**src/rfp_pkg.sv**
```systemverilog
package rfp_pkg;
    // timing: one microsecond in system clocks
    localparam int CLK_PERIOD_NS = 10;
    localparam int US_NS         = 1000;
    localparam int US_CYCLES     = (US_NS + CLK_PERIOD_NS - 1) / CLK_PERIOD_NS;
    // configuration space
    localparam logic [15:0] CFG_BASE = 16'hC000;
    localparam int          LA_SHIFT = 6;
    localparam logic [5:0]  CFG_ID   = 6'h00;
    localparam logic [5:0]  CFG_DT   = 6'h02;
    localparam logic [5:0]  CFG_ST   = 6'h04;
    localparam logic [5:0]  CFG_OFS  = 6'h06;
    localparam logic [5:0]  CFG_ATR  = 6'h08;
    localparam logic [5:0]  CFG_SNH  = 6'h0A;
    localparam logic [5:0]  CFG_SNL  = 6'h0C;
    localparam logic [5:0]  CFG_ISR  = 6'h1A;
    localparam logic [5:0]  CFG_ICR  = 6'h1C;
    // data space, upper part
    localparam logic [7:0] D_FILL = 8'h4E;
    localparam logic [7:0] D_HLTH = 8'h70;
    localparam logic [7:0] D_TSRC = 8'h72;
    localparam logic [7:0] D_FWL  = 8'h74;
    localparam logic [7:0] D_PROM = 8'h76;
    localparam logic [7:0] D_DLY  = 8'h78;
    localparam logic [7:0] D_MASK = 8'h88;
    localparam logic [7:0] D_SET  = 8'h8A;
    localparam logic [7:0] D_TUNE = 8'h9A;
    localparam logic [7:0] D_ARC  = 8'h9C;
    localparam logic [7:0] D_LCLR = 8'h9E;
    localparam logic [7:0] D_NAMH = 8'hA0;
    localparam logic [7:0] D_NAML = 8'hA2;
    // field positions
    localparam int CTL_RST  = 0;
    localparam int CTL_SFI  = 1;
    localparam int CTL_SOFTWARE_IRQ_TEST = 13;
    localparam int CTL_A24  = 15;
    localparam int ICR_EN   = 7;
    localparam int MSK_SOFT = 15;
    localparam int TRG_TUNE = 1;
    localparam int TRG_GATE = 3;
    localparam int TRG_MPS  = 6;
    // reset values and fixed read-back fields
    localparam logic [15:0] ICR_RST  = 16'hFFFF;
    localparam logic [15:0] ZERO_RST = 16'h0000;
    localparam logic [15:0] ATR_VAL  = 16'h0002;
    localparam logic [1:0]  ADR_SPC  = 2'h0;
    localparam logic [1:0]  DEV_CLS  = 2'h1;
    localparam logic [3:0]  MEM_CODE = 4'hF;
    typedef struct packed {
        logic        a24;
        logic [23:0] addr;
        logic        wr;
        logic        rd;
        logic [15:0] wdata;
    } rfp_bus_t;
    typedef struct packed {
        logic [7:0]  la_sw;
        logic [8:0]  rails;
        logic [1:0]  side;
        logic        clk_int;
        logic        hw_permit;
        logic        slot_n;
        logic        test_ok;
        logic        init_ok;
        logic        build_hi;
        logic [7:0]  trig;
        logic [13:0] arc;
        logic [79:0] adc;
    } rfp_pins_t;
endpackage : rfp_pkg

```
**src/rfp_regs.sv**
```systemverilog
`timescale 1ns/100ps
module rfp_regs #(
    parameter logic [11:0] MAKER_ID  = 12'h123, // arbitrary value
    parameter logic [11:0] MODEL_ID  = 12'h456, // arbitrary value
    parameter logic [31:0] SERIAL_NO = 32'h0000_0001, // arbitrary
    parameter logic [15:0] FW_LEVEL  = 16'h0001, // arbitrary value
    parameter logic [31:0] NAME_TEXT = 32'h5246_5000 // arbitrary
) (
    input  wire logic              clock,
    input  wire logic              rst,
    input  wire rfp_pkg::rfp_bus_t bus,
    input  wire rfp_pkg::rfp_pins_t pins,
    output logic [15:0]            rdata_reg,
    output logic                   ack_reg,
    output logic                   carrier_permit_reg,
    output logic                   permit_fault_reg,
    output logic [7:0]             fault_reg,
    output logic                   arc_counter_clear_reg,
    output logic [7:0]             local_irq_line_reg,
    output logic                   irq_request_reg,
    output logic [2:0]             irq_level_reg,
    output logic                   sysfail_reg,
    output logic                   module_reset_reg,
    output logic [4:0]             reprogram_page_select_reg,
    output logic [2:0]             image_page_lines_reg,
    output logic                   trace_a_reg,
    output logic                   trace_b_reg
);
    rfp_pkg::rfp_pins_t p1_reg, ps_reg, pd_reg;
    logic [7:0]  la_reg;
    logic        la_loaded_reg;
    logic [15:0] ctrl_reg, offset_reg, icr_reg;
    logic        a24_active_reg;
    logic [15:0] tsrc_reg, prom_reg, mask_reg;
    logic [15:0] fill_time_reg, tune_time_reg;
    logic [15:0] dly_reg [8];
    logic [15:0] set_reg [8];
    logic [7:0]  pend_reg;
    logic [7:0]  pend_next;
    logic [6:0]  us_cnt_reg;
    logic        tick_reg;
    logic [15:0] fill_cnt_reg, blank_cnt_reg;
    logic [15:0] pcnt_reg [8];
    logic [7:0]  fault_next, over, cond;
    logic [15:0] cfg_base;
    logic        hit16, hit24, wr16, wr24, rd_hit;
    logic [7:0]  off;
    logic        gate_fall, tune_fall, fill_done, blanked;
    logic        software_irq_test_fall, lclr, soft_rst;
    logic [31:0] src;
    logic [15:0] rd_mux;
    logic [15:0] health;

    // two-flop synchroniser for every pin; kept out of reset so the switch strap
    // has already passed through it when reset lets go and the address is loaded
    always_ff @(posedge clock) begin
        p1_reg <= pins;
        ps_reg <= p1_reg;
        pd_reg <= ps_reg;
    end

    // address decode; the base moves with the logical address
    assign cfg_base = rfp_pkg::CFG_BASE
                    + (16'(la_reg) << rfp_pkg::LA_SHIFT);
    assign hit16 = !bus.a24 && bus.addr[15:6] == cfg_base[15:6];
    assign hit24 = bus.a24 && a24_active_reg
                 && bus.addr[23:8] == offset_reg;
    assign off   = bus.addr[7:0];
    assign wr16  = hit16 && bus.wr;
    assign wr24  = hit24 && bus.wr && !module_reset_reg;
    assign lclr  = hit24 && (bus.wr || bus.rd) && off == rfp_pkg::D_LCLR;
    assign soft_rst = module_reset_reg;

    // logical address: switch strap after reset, then software
    always_ff @(posedge clock or posedge rst) begin
        if (rst) begin
            la_reg        <= 8'h00;
            la_loaded_reg <= 1'b0;
        end else if (!la_loaded_reg) begin
            la_reg        <= ps_reg.la_sw;
            la_loaded_reg <= 1'b1;
        end else if (wr16 && bus.addr[5:0] == rfp_pkg::CFG_ID) begin
            la_reg <= bus.wdata[7:0];
        end
    end

    // configuration-space control, offset and irq setup
    always_ff @(posedge clock or posedge rst) begin
        if (rst) begin
            ctrl_reg       <= rfp_pkg::ZERO_RST;
            offset_reg     <= rfp_pkg::ZERO_RST;
            icr_reg        <= rfp_pkg::ICR_RST;
            a24_active_reg <= 1'b0;
        end else if (wr16) begin
            unique case (bus.addr[5:0])
                rfp_pkg::CFG_ST: begin
                    ctrl_reg       <= bus.wdata;
                    a24_active_reg <= bus.wdata[rfp_pkg::CTL_A24];
                end
                rfp_pkg::CFG_OFS: offset_reg <= bus.wdata;
                rfp_pkg::CFG_ICR: icr_reg <= bus.wdata;
                default: ; // read-only offsets ignore writes
            endcase
        end
    end
    assign software_irq_test_fall = wr16 && bus.addr[5:0] == rfp_pkg::CFG_ST
                     && ctrl_reg[rfp_pkg::CTL_SOFTWARE_IRQ_TEST]
                     && !bus.wdata[rfp_pkg::CTL_SOFTWARE_IRQ_TEST];

    // data-space settings; writes are refused while held in reset
    always_ff @(posedge clock or posedge rst) begin
        if (rst) begin
            tsrc_reg      <= rfp_pkg::ZERO_RST;
            prom_reg      <= rfp_pkg::ZERO_RST;
            mask_reg      <= rfp_pkg::ZERO_RST;
            fill_time_reg <= rfp_pkg::ZERO_RST;
            tune_time_reg <= rfp_pkg::ZERO_RST;
        end else if (wr24) begin
            unique case (off)
                rfp_pkg::D_TSRC: tsrc_reg <= bus.wdata;
                rfp_pkg::D_PROM: prom_reg <= {8'h00, bus.wdata[7:0]};
                rfp_pkg::D_MASK: mask_reg <= bus.wdata & 16'h80FF;
                rfp_pkg::D_FILL: fill_time_reg <= bus.wdata;
                rfp_pkg::D_TUNE: tune_time_reg <= bus.wdata;
                default: ;
            endcase
        end
    end

    // per-channel setpoints, persistence and fault maturation
    for (genvar i = 0; i < 8; i++) begin : g_ch
        assign over[i] = 16'(ps_reg.adc[i*10 +: 10]) > set_reg[i];
        assign cond[i] = mask_reg[i] && over[i] && fill_done && !blanked;
        // the first tick may come at once, so one more whole microsecond is counted
        assign fault_next[i] = cond[i]
                             && (dly_reg[i] == 16'h0000 || pcnt_reg[i] > dly_reg[i]);
        always_ff @(posedge clock or posedge rst) begin
            if (rst) begin
                dly_reg[i] <= rfp_pkg::ZERO_RST;
                set_reg[i] <= rfp_pkg::ZERO_RST;
            end else if (wr24 && off == rfp_pkg::D_DLY + 8'(2 * i)) begin
                dly_reg[i] <= bus.wdata;
            end else if (wr24 && off == rfp_pkg::D_SET + 8'(2 * i)) begin
                set_reg[i] <= bus.wdata;
            end
        end
        // counts microsecond ticks while the condition lasts
        always_ff @(posedge clock or posedge rst) begin
            if (rst) begin
                pcnt_reg[i] <= 16'h0000;
                fault_reg[i] <= 1'b0;
            end else if (soft_rst) begin
                pcnt_reg[i] <= 16'h0000;
                fault_reg[i] <= 1'b0;
            end else begin
                if (!cond[i])
                    pcnt_reg[i] <= 16'h0000;
                else if (tick_reg && pcnt_reg[i] != 16'hFFFF)
                    pcnt_reg[i] <= pcnt_reg[i] + 16'h0001;
                if (fault_next[i])
                    fault_reg[i] <= 1'b1;
                else if (lclr)
                    fault_reg[i] <= 1'b0;
            end
        end
    end

    // microsecond tick for every timer
    always_ff @(posedge clock or posedge rst) begin
        if (rst) begin
            us_cnt_reg <= 7'h00;
            tick_reg   <= 1'b0;
        end else begin
            tick_reg   <= us_cnt_reg == 7'(rfp_pkg::US_CYCLES - 1);
            us_cnt_reg <= (us_cnt_reg == 7'(rfp_pkg::US_CYCLES - 1))
                        ? 7'h00 : us_cnt_reg + 7'h01;
        end
    end

    // fill window from gate start, blanking from tune trigger fall
    assign gate_fall = pd_reg.trig[rfp_pkg::TRG_GATE] && !ps_reg.trig[rfp_pkg::TRG_GATE];
    assign tune_fall = pd_reg.trig[rfp_pkg::TRG_TUNE] && !ps_reg.trig[rfp_pkg::TRG_TUNE];
    assign fill_done = !ps_reg.trig[rfp_pkg::TRG_GATE] && !gate_fall
                     && fill_cnt_reg == 16'h0000;
    assign blanked   = blank_cnt_reg != 16'h0000;
    always_ff @(posedge clock or posedge rst) begin
        if (rst) begin
            fill_cnt_reg  <= 16'h0000;
            blank_cnt_reg <= 16'h0000;
        end else begin
            if (gate_fall) // a partial first microsecond must not shorten the window
                fill_cnt_reg <= (&fill_time_reg) ? fill_time_reg
                              : fill_time_reg + 16'h0001;
            else if (tick_reg && fill_cnt_reg != 16'h0000)
                fill_cnt_reg <= fill_cnt_reg - 16'h0001;
            if (tune_fall)
                blank_cnt_reg <= (&tune_time_reg) ? tune_time_reg
                               : tune_time_reg + 16'h0001;
            else if (tick_reg && blanked)
                blank_cnt_reg <= blank_cnt_reg - 16'h0001;
        end
    end

    // local irq lines: channel faults and test bit; set beats clear
    always_comb begin
        pend_next = pend_reg;
        if (lclr)
            pend_next = 8'h00;
        pend_next = pend_next | (fault_next & ~fault_reg);
        if (software_irq_test_fall)
            pend_next[0] = 1'b1;
    end
    always_ff @(posedge clock or posedge rst) begin
        if (rst)
            pend_reg <= 8'h00;
        else
            pend_reg <= pend_next;
    end

    // backplane-facing outputs, all registered
    always_ff @(posedge clock or posedge rst) begin
        if (rst) begin
            local_irq_line_reg <= 8'h00;
            irq_request_reg    <= 1'b0;
            irq_level_reg      <= 3'h0;
            sysfail_reg        <= 1'b0;
            module_reset_reg   <= 1'b0;
        end else begin
            local_irq_line_reg <= pend_reg & ~icr_reg[15:8];
            irq_request_reg    <= |(pend_reg & ~icr_reg[15:8])
                                && !icr_reg[rfp_pkg::ICR_EN];
            irq_level_reg      <= icr_reg[5:3];
            sysfail_reg        <= !ps_reg.test_ok && !ctrl_reg[rfp_pkg::CTL_SFI];
            module_reset_reg   <= ctrl_reg[rfp_pkg::CTL_RST];
        end
    end

    // permit, strobes, page lines and trace sources
    assign src = {ps_reg.trig[rfp_pkg::TRG_MPS], ps_reg.hw_permit,
                  ps_reg.arc, over, ps_reg.trig};
    always_ff @(posedge clock or posedge rst) begin
        if (rst) begin
            carrier_permit_reg    <= 1'b0;
            permit_fault_reg      <= 1'b0;
            arc_counter_clear_reg <= 1'b0;
            reprogram_page_select_reg         <= 5'h00;
            image_page_lines_reg  <= 3'h0;
            trace_a_reg           <= 1'b0;
            trace_b_reg           <= 1'b0;
        end else begin
            carrier_permit_reg <= mask_reg[rfp_pkg::MSK_SOFT] && ps_reg.hw_permit
                                && fault_reg == 8'h00;
            permit_fault_reg   <= !mask_reg[rfp_pkg::MSK_SOFT] || !ps_reg.hw_permit;
            arc_counter_clear_reg <= hit24 && (bus.wr || bus.rd)
                                   && off == rfp_pkg::D_ARC;
            reprogram_page_select_reg        <= prom_reg[4:0];
            image_page_lines_reg <= prom_reg[7:5];
            trace_a_reg <= src[tsrc_reg[4:0]];
            trace_b_reg <= src[tsrc_reg[12:8]];
        end
    end

    // read multiplexer; unmapped offsets read zero; unused ICR bits 0-2 and 6 and health bit 15 read one
    assign health = {1'b1, ps_reg.clk_int, ps_reg.rails,
                     ps_reg.side, 3'h0};
    assign rd_hit = bus.rd && (hit16 || hit24);
    always_comb begin
        rd_mux = 16'h0000;
        if (hit16) begin
            unique case (bus.addr[5:0])
                rfp_pkg::CFG_ID:  rd_mux = {rfp_pkg::DEV_CLS, rfp_pkg::ADR_SPC,
                                            MAKER_ID};
                rfp_pkg::CFG_DT:  rd_mux = {rfp_pkg::MEM_CODE, MODEL_ID};
                rfp_pkg::CFG_ST:  rd_mux = {a24_active_reg, ps_reg.slot_n, 10'h000,
                                            ps_reg.init_ok, ps_reg.test_ok, 1'b0,
                                            ps_reg.build_hi};
                rfp_pkg::CFG_OFS: rd_mux = offset_reg;
                rfp_pkg::CFG_ATR: rd_mux = rfp_pkg::ATR_VAL;
                rfp_pkg::CFG_SNH: rd_mux = SERIAL_NO[31:16];
                rfp_pkg::CFG_SNL: rd_mux = SERIAL_NO[15:0];
                rfp_pkg::CFG_ISR: rd_mux = {pend_reg, 8'h00};
                rfp_pkg::CFG_ICR: rd_mux = icr_reg | 16'h0047;
                default: rd_mux = 16'h0000;
            endcase
        end else if (hit24) begin
            unique case (off)
                rfp_pkg::D_HLTH: rd_mux = health;
                rfp_pkg::D_TSRC: rd_mux = tsrc_reg;
                rfp_pkg::D_FWL:  rd_mux = FW_LEVEL;
                rfp_pkg::D_PROM: rd_mux = prom_reg;
                rfp_pkg::D_MASK: rd_mux = mask_reg;
                rfp_pkg::D_FILL: rd_mux = fill_time_reg;
                rfp_pkg::D_TUNE: rd_mux = tune_time_reg;
                rfp_pkg::D_NAMH: rd_mux = NAME_TEXT[31:16];
                rfp_pkg::D_NAML: rd_mux = NAME_TEXT[15:0];
                default: rd_mux = 16'h0000;
            endcase
            for (int k = 0; k < 8; k++) begin
                if (off == rfp_pkg::D_DLY + 8'(2 * k))
                    rd_mux = dly_reg[k];
                if (off == rfp_pkg::D_SET + 8'(2 * k))
                    rd_mux = set_reg[k];
            end
        end
    end
    always_ff @(posedge clock or posedge rst) begin
        if (rst) begin
            rdata_reg <= 16'h0000;
            ack_reg   <= 1'b0;
        end else begin
            rdata_reg <= rd_hit ? rd_mux : 16'h0000;
            ack_reg   <= rd_hit || (bus.wr && (hit16 || hit24));
        end
    end
endmodule : rfp_regs

```
**config.mk**
```make
export PLATFORM = sky130hd
export DESIGN_NAME = rfp_regs
export DESIGN_NICKNAME = d
export VERILOG_FILES = /design/src/rfp_pkg.sv /design/src/rfp_regs.sv
export SDC_FILE = /design/constraint.sdc
export NUM_CORES = 2
export LEC_CHECK = 0
export BUFFER_PORTS_ARGS = -buffer_cell sky130_fd_sc_hd__buf_4
export CORE_MARGIN = 4
export CORE_UTILIZATION = 25
export CTS_CLUSTER_DIAMETER = 50
export DETAILED_ROUTE_END_ITERATION = 16
export PLACE_DENSITY_LB_ADDON = 0.2
export SETUP_SLACK_MARGIN = 0.1
export SYNTH_ARGS = -nofsm -noshare
export SYNTH_HDL_FRONTEND = slang
export SYNTH_SLANG_ARGS = --single-unit
```
**constraint.sdc**
```tcl
create_clock -name clock -period 21 [get_ports clock]
set_clock_uncertainty 0.15 [all_clocks]
set_input_delay 2.1 -clock clock [delete_from_list [all_inputs] [get_ports clock]]
set_output_delay 2.1 -clock clock [all_outputs]
set_load 0.005 [all_outputs]
```
==> results.py <==
metrics = {
    "grt": {
        "grt_usage_pct": 18.2,
        "grt_max_degree": 146,
        "grt_first_pass_wirelength_um": 218000,
        "antenna_found_initial": 20,
        "grt.overflow.total": 0,
        "grt_pass1_vias": 30300,
    },
    "floorplan": {
        "die_x_um": 405,
        "dieArea_mm2": 0.164,
        "initial_utilization_pct": 25.2,
        "row_count": 145,
        "fp.dieH_um": 405,
        "io_pins": 224,
        "coreArea_mm2": 0.157,
    },
    "yosys": {
        "syn_area_mm2": 0.0394,
        "synth_cell_types": 81,
        "synth_edf_count": 0,
        "ys_warn_count": 0,
        "seq_area_frac_synth_pct": 50.5,
        "syn_avg_cell_area_um2": 10.8,
        "synth_seq_cells": 846,
        "syn_inst": 3661,
        "ys_async_sr_fraction_pct": 69.7,
        "syn_nets": 4054,
        "synth_flop_cell": "dfrtp_1",
    },
    "place": {
        "hpwl_um": 112000,
        "portBuffers": 223,
        "gp_congestion": 0.949,
        "placed_area_mm2": 0.0435,
        "dp.cells": 5826,
    },
    "critical_path": {
        "critPathMaxFanout": 16,
        "r2r_cells": 8,
        "cp_slowest_cell": "nor3b_2",
        "critPathKind": "in2reg",
        "critical_path.most_common_cell": "buf_4",
        "crit_path_cell_trace": "buf_4 > xor2_1 > nor4_1 > nand4_1 > nor3_1 > nor3b_2 > buf_4 > nand3_1 > mux2_2",
        "setup.worst_path.end_class": "flop",
        "worstPathRequired_ns": 21.47,
        "cp-start-kind": "primary input",
        "slowest_delay_ns": 0.74,
        "cp.arrival_ns": 5.64,
    },
    "power": {
        "p_comb_share_pct": 3.9,
        "p_switching_mw": 0.951,
        "seqPwrFrac_pct": 43.7,
        "leakagePower_nw": 20.6,
        "p_int_mw": 2.88,
        "power_density_mw_per_mm2": 80.6,
        "peakVddDrop_uv": 61.2,
        "clkPwrFrac_pct": 52.4,
        "p_sw_share_pct": 24.8,
        "power_mw": 3.83,
    },
    "clock_tree": {
        "clockBufferDepth": 3,
        "htreeDepth": 3,
        "cts.sink_count": 846,
        "cts_root_buf": "clkbuf_16",
        "cts_buffers": 116,
        "cts_setup_buffers": 0,
        "tritoncts": "yes",
        "path_clk_slew_ns": 0.06,
        "clk_latency_ns": 0.77,
        "post_cts_resized": 0,
        "hold_buffers": 0,
    },
    "layout": {
        "finalNonFillerCells": 6053,
        "nFillCells": 16200,
        "seq_area_mm2": 0.0199,
        "fin_nets": 4279,
        "drive_above_1_share_pct": 21.8,
        "area_growth_pct": 20.5,
        "multi_input_area_mm2": 0.0181,
        "design_area_mm2": 0.0475,
    },
    "route": {
        "ant_nets": 0,
        "via_per_inst": 4.95,
        "first_pass_iters": 6,
        "drc": 0,
        "wirelength_um": 151000,
        "vias": 30000,
        "wl_per_cell_um": 24.9,
        "drt_iter0_drc": 2706,
    },
    "outcome": {
        "status": "finished, final reports clean",
    },
    "sta": {
        "hold_violations": 0,
        "tightest_slew_ns": 1.25,
        "tns_ns": 0,
        "max_freq_mhz": 193,
        "max_slew_margin_pct": 16.3,
        "slew_viol_final": 0,
        "setup_viol": 0,
        "finalCritPeriodShare_pct": 24.6,
        "period_minus_slack_ns": 5.17,
        "grt_setup_unrepaired": "false",
        "holdWs_ns": 0.172,
    },
    "worst_hold_path": {
        "hold_class": "reg2reg",
        "min_path_cells": 0,
    },
    "flow_run": {
        "maxCapViolations": 0,
    },
}
cell usage in the layout (no fill, tap or decap), types with 19 or more instances in the layout:
| cell | synthesis | final |
|---|---|---|
| inv_1 | 229 | 228 |
| clkbuf_1 | 133 | 19 |
| nor4_1 | 70 | 68 |
| nand2_1 | 226 | 226 |
| nor2b_1 | 32 | 31 |
| dfrtp_1 | 578 | 578 |
| o22ai_1 | 29 | 29 |
| xnor2_1 | 98 | 98 |
| nand4_1 | 85 | 85 |
| a31oi_1 | 25 | 25 |
| mux2_2 | 339 | 339 |
| clkbuf_16 | 0 | 118 |
| o21ai_0 | 143 | 142 |
| nor2_1 | 297 | 297 |
| buf_4 | 1 | 265 |
| o211ai_1 | 26 | 26 |
| xor2_1 | 94 | 94 |
| mux2i_1 | 29 | 29 |
| a221oi_1 | 33 | 33 |
| nand3_1 | 107 | 107 |
| dfxtp_1 | 256 | 256 |
| a211oi_1 | 29 | 29 |
| a21o_1 | 19 | 19 |
| ha_1 | 221 | 221 |
| a21oi_1 | 116 | 116 |
| nor3_1 | 62 | 60 |
| o21a_1 | 19 | 19 |
| a22oi_1 | 38 | 38 |
| and3_1 | 37 | 37 |
logic make-up after synthesis:
group / synth area share, %
AO/OA/AOI/OAI: 9.83
XOR/XNOR: 4.26
adder cells (fa/ha/maj): 7.01
buffers and inverters: 3.78
flip-flops: 50.5
multiplexers: 11.2
other: 0.00951
AND/OR/NAND/NOR: 13.4
metal layers:
| metal | global-route usage [%] | wire length (µm) | up-vias | part of all wire [%] |
|---|---|---|---|---|
| met1 | 25.8 | 70200 | 15100 | 47 |
| met5 | 0 | 69 | - | 0.046 |
| met3 | 3.39 | 9520 | 218 | 6.3 |
| met4 | 5.94 | 4720 | 10 | 3.1 |
| li1 | - | - | 13700 | - |
| met2 | 27.8 | 66100 | 941 | 44 |
cell usage after synthesis (38+ instances only):
cell type    n  area (µm²)
a21oi_1    116         581
a22oi_1     38         285
clkbuf_1   133         499
dfrtp_1    578       14500
dfxtp_1    256        5120
ha_1       221        2770
inv_1      229         860
mux2_2     339        3820
nand2_1    226         848
nand3_1    107         536
nand4_1     85         532
nor2_1     297        1110
nor3_1      62         310
nor4_1      70         438
o21ai_0    143         716
xnor2_1     98         858
xor2_1      94         823
layout make-up:
cell class,instances,area share (%)
clock inverters,71,1.66
diodes,5,0.0263
repair buffers,267,4.27
clock buffers,151,6.77
well taps,2058,5.42
inverters,229,1.82
multi-input cells,2426,38.1
flip-flops and latches,846,41.9
through the flow:
stage	util [%]	worst slack, ns
after floorplan	-	2.26
after global placement	27.8	15.09
final	30.3	15.83
after global routing	30.3	15.72
after CTS	30.3	15.91
after detailed placement	27.8	15.10
power groups by stage:
stage	clock network, mW	registers [mW]	logic [mW]
2_1_floorplan	0	1.69	0.0727
3_3_place_gp	0	1.71	0.150
3_5_place_dp	0	1.71	0.151
4_1_cts	2.07	1.68	0.151
5_1_grt	2.13	1.68	0.162
6_report	2.01	1.67	0.149
worst max-delay path: cells and delay by family:
kind,cells,cell delay [ns]
muxes,1,0.50
buffers and inverters,2,0.52
and+or+nand+nor,5,2.37
xor gates and xnor gates,1,0.13
final timing paths:
path / startpoint / end / slack [ns]
min in group asynchronous: rst / us_cnt_reg[3]$_DFF_PP0_ / 1.30
worst max register to register: offset_reg[0]$_DFFE_PP0P_ / dly_reg[126]$_DFFE_PP0P_ / 16.80
worst min register to register: p1_reg[90]$_DFF_P_ / ps_reg[90]$_DFF_P_ / 0.17
worst max-delay path: bus[30] / dly_reg[126]$_DFFE_PP0P_ / 15.83
worst min-delay path: p1_reg[90]$_DFF_P_ / ps_reg[90]$_DFF_P_ / 0.17
max in group asynchronous: rst / rdata_reg[1]$_DFF_PP0_ / 16.38
Note: power is estimated with default switching activity, not from simulation.
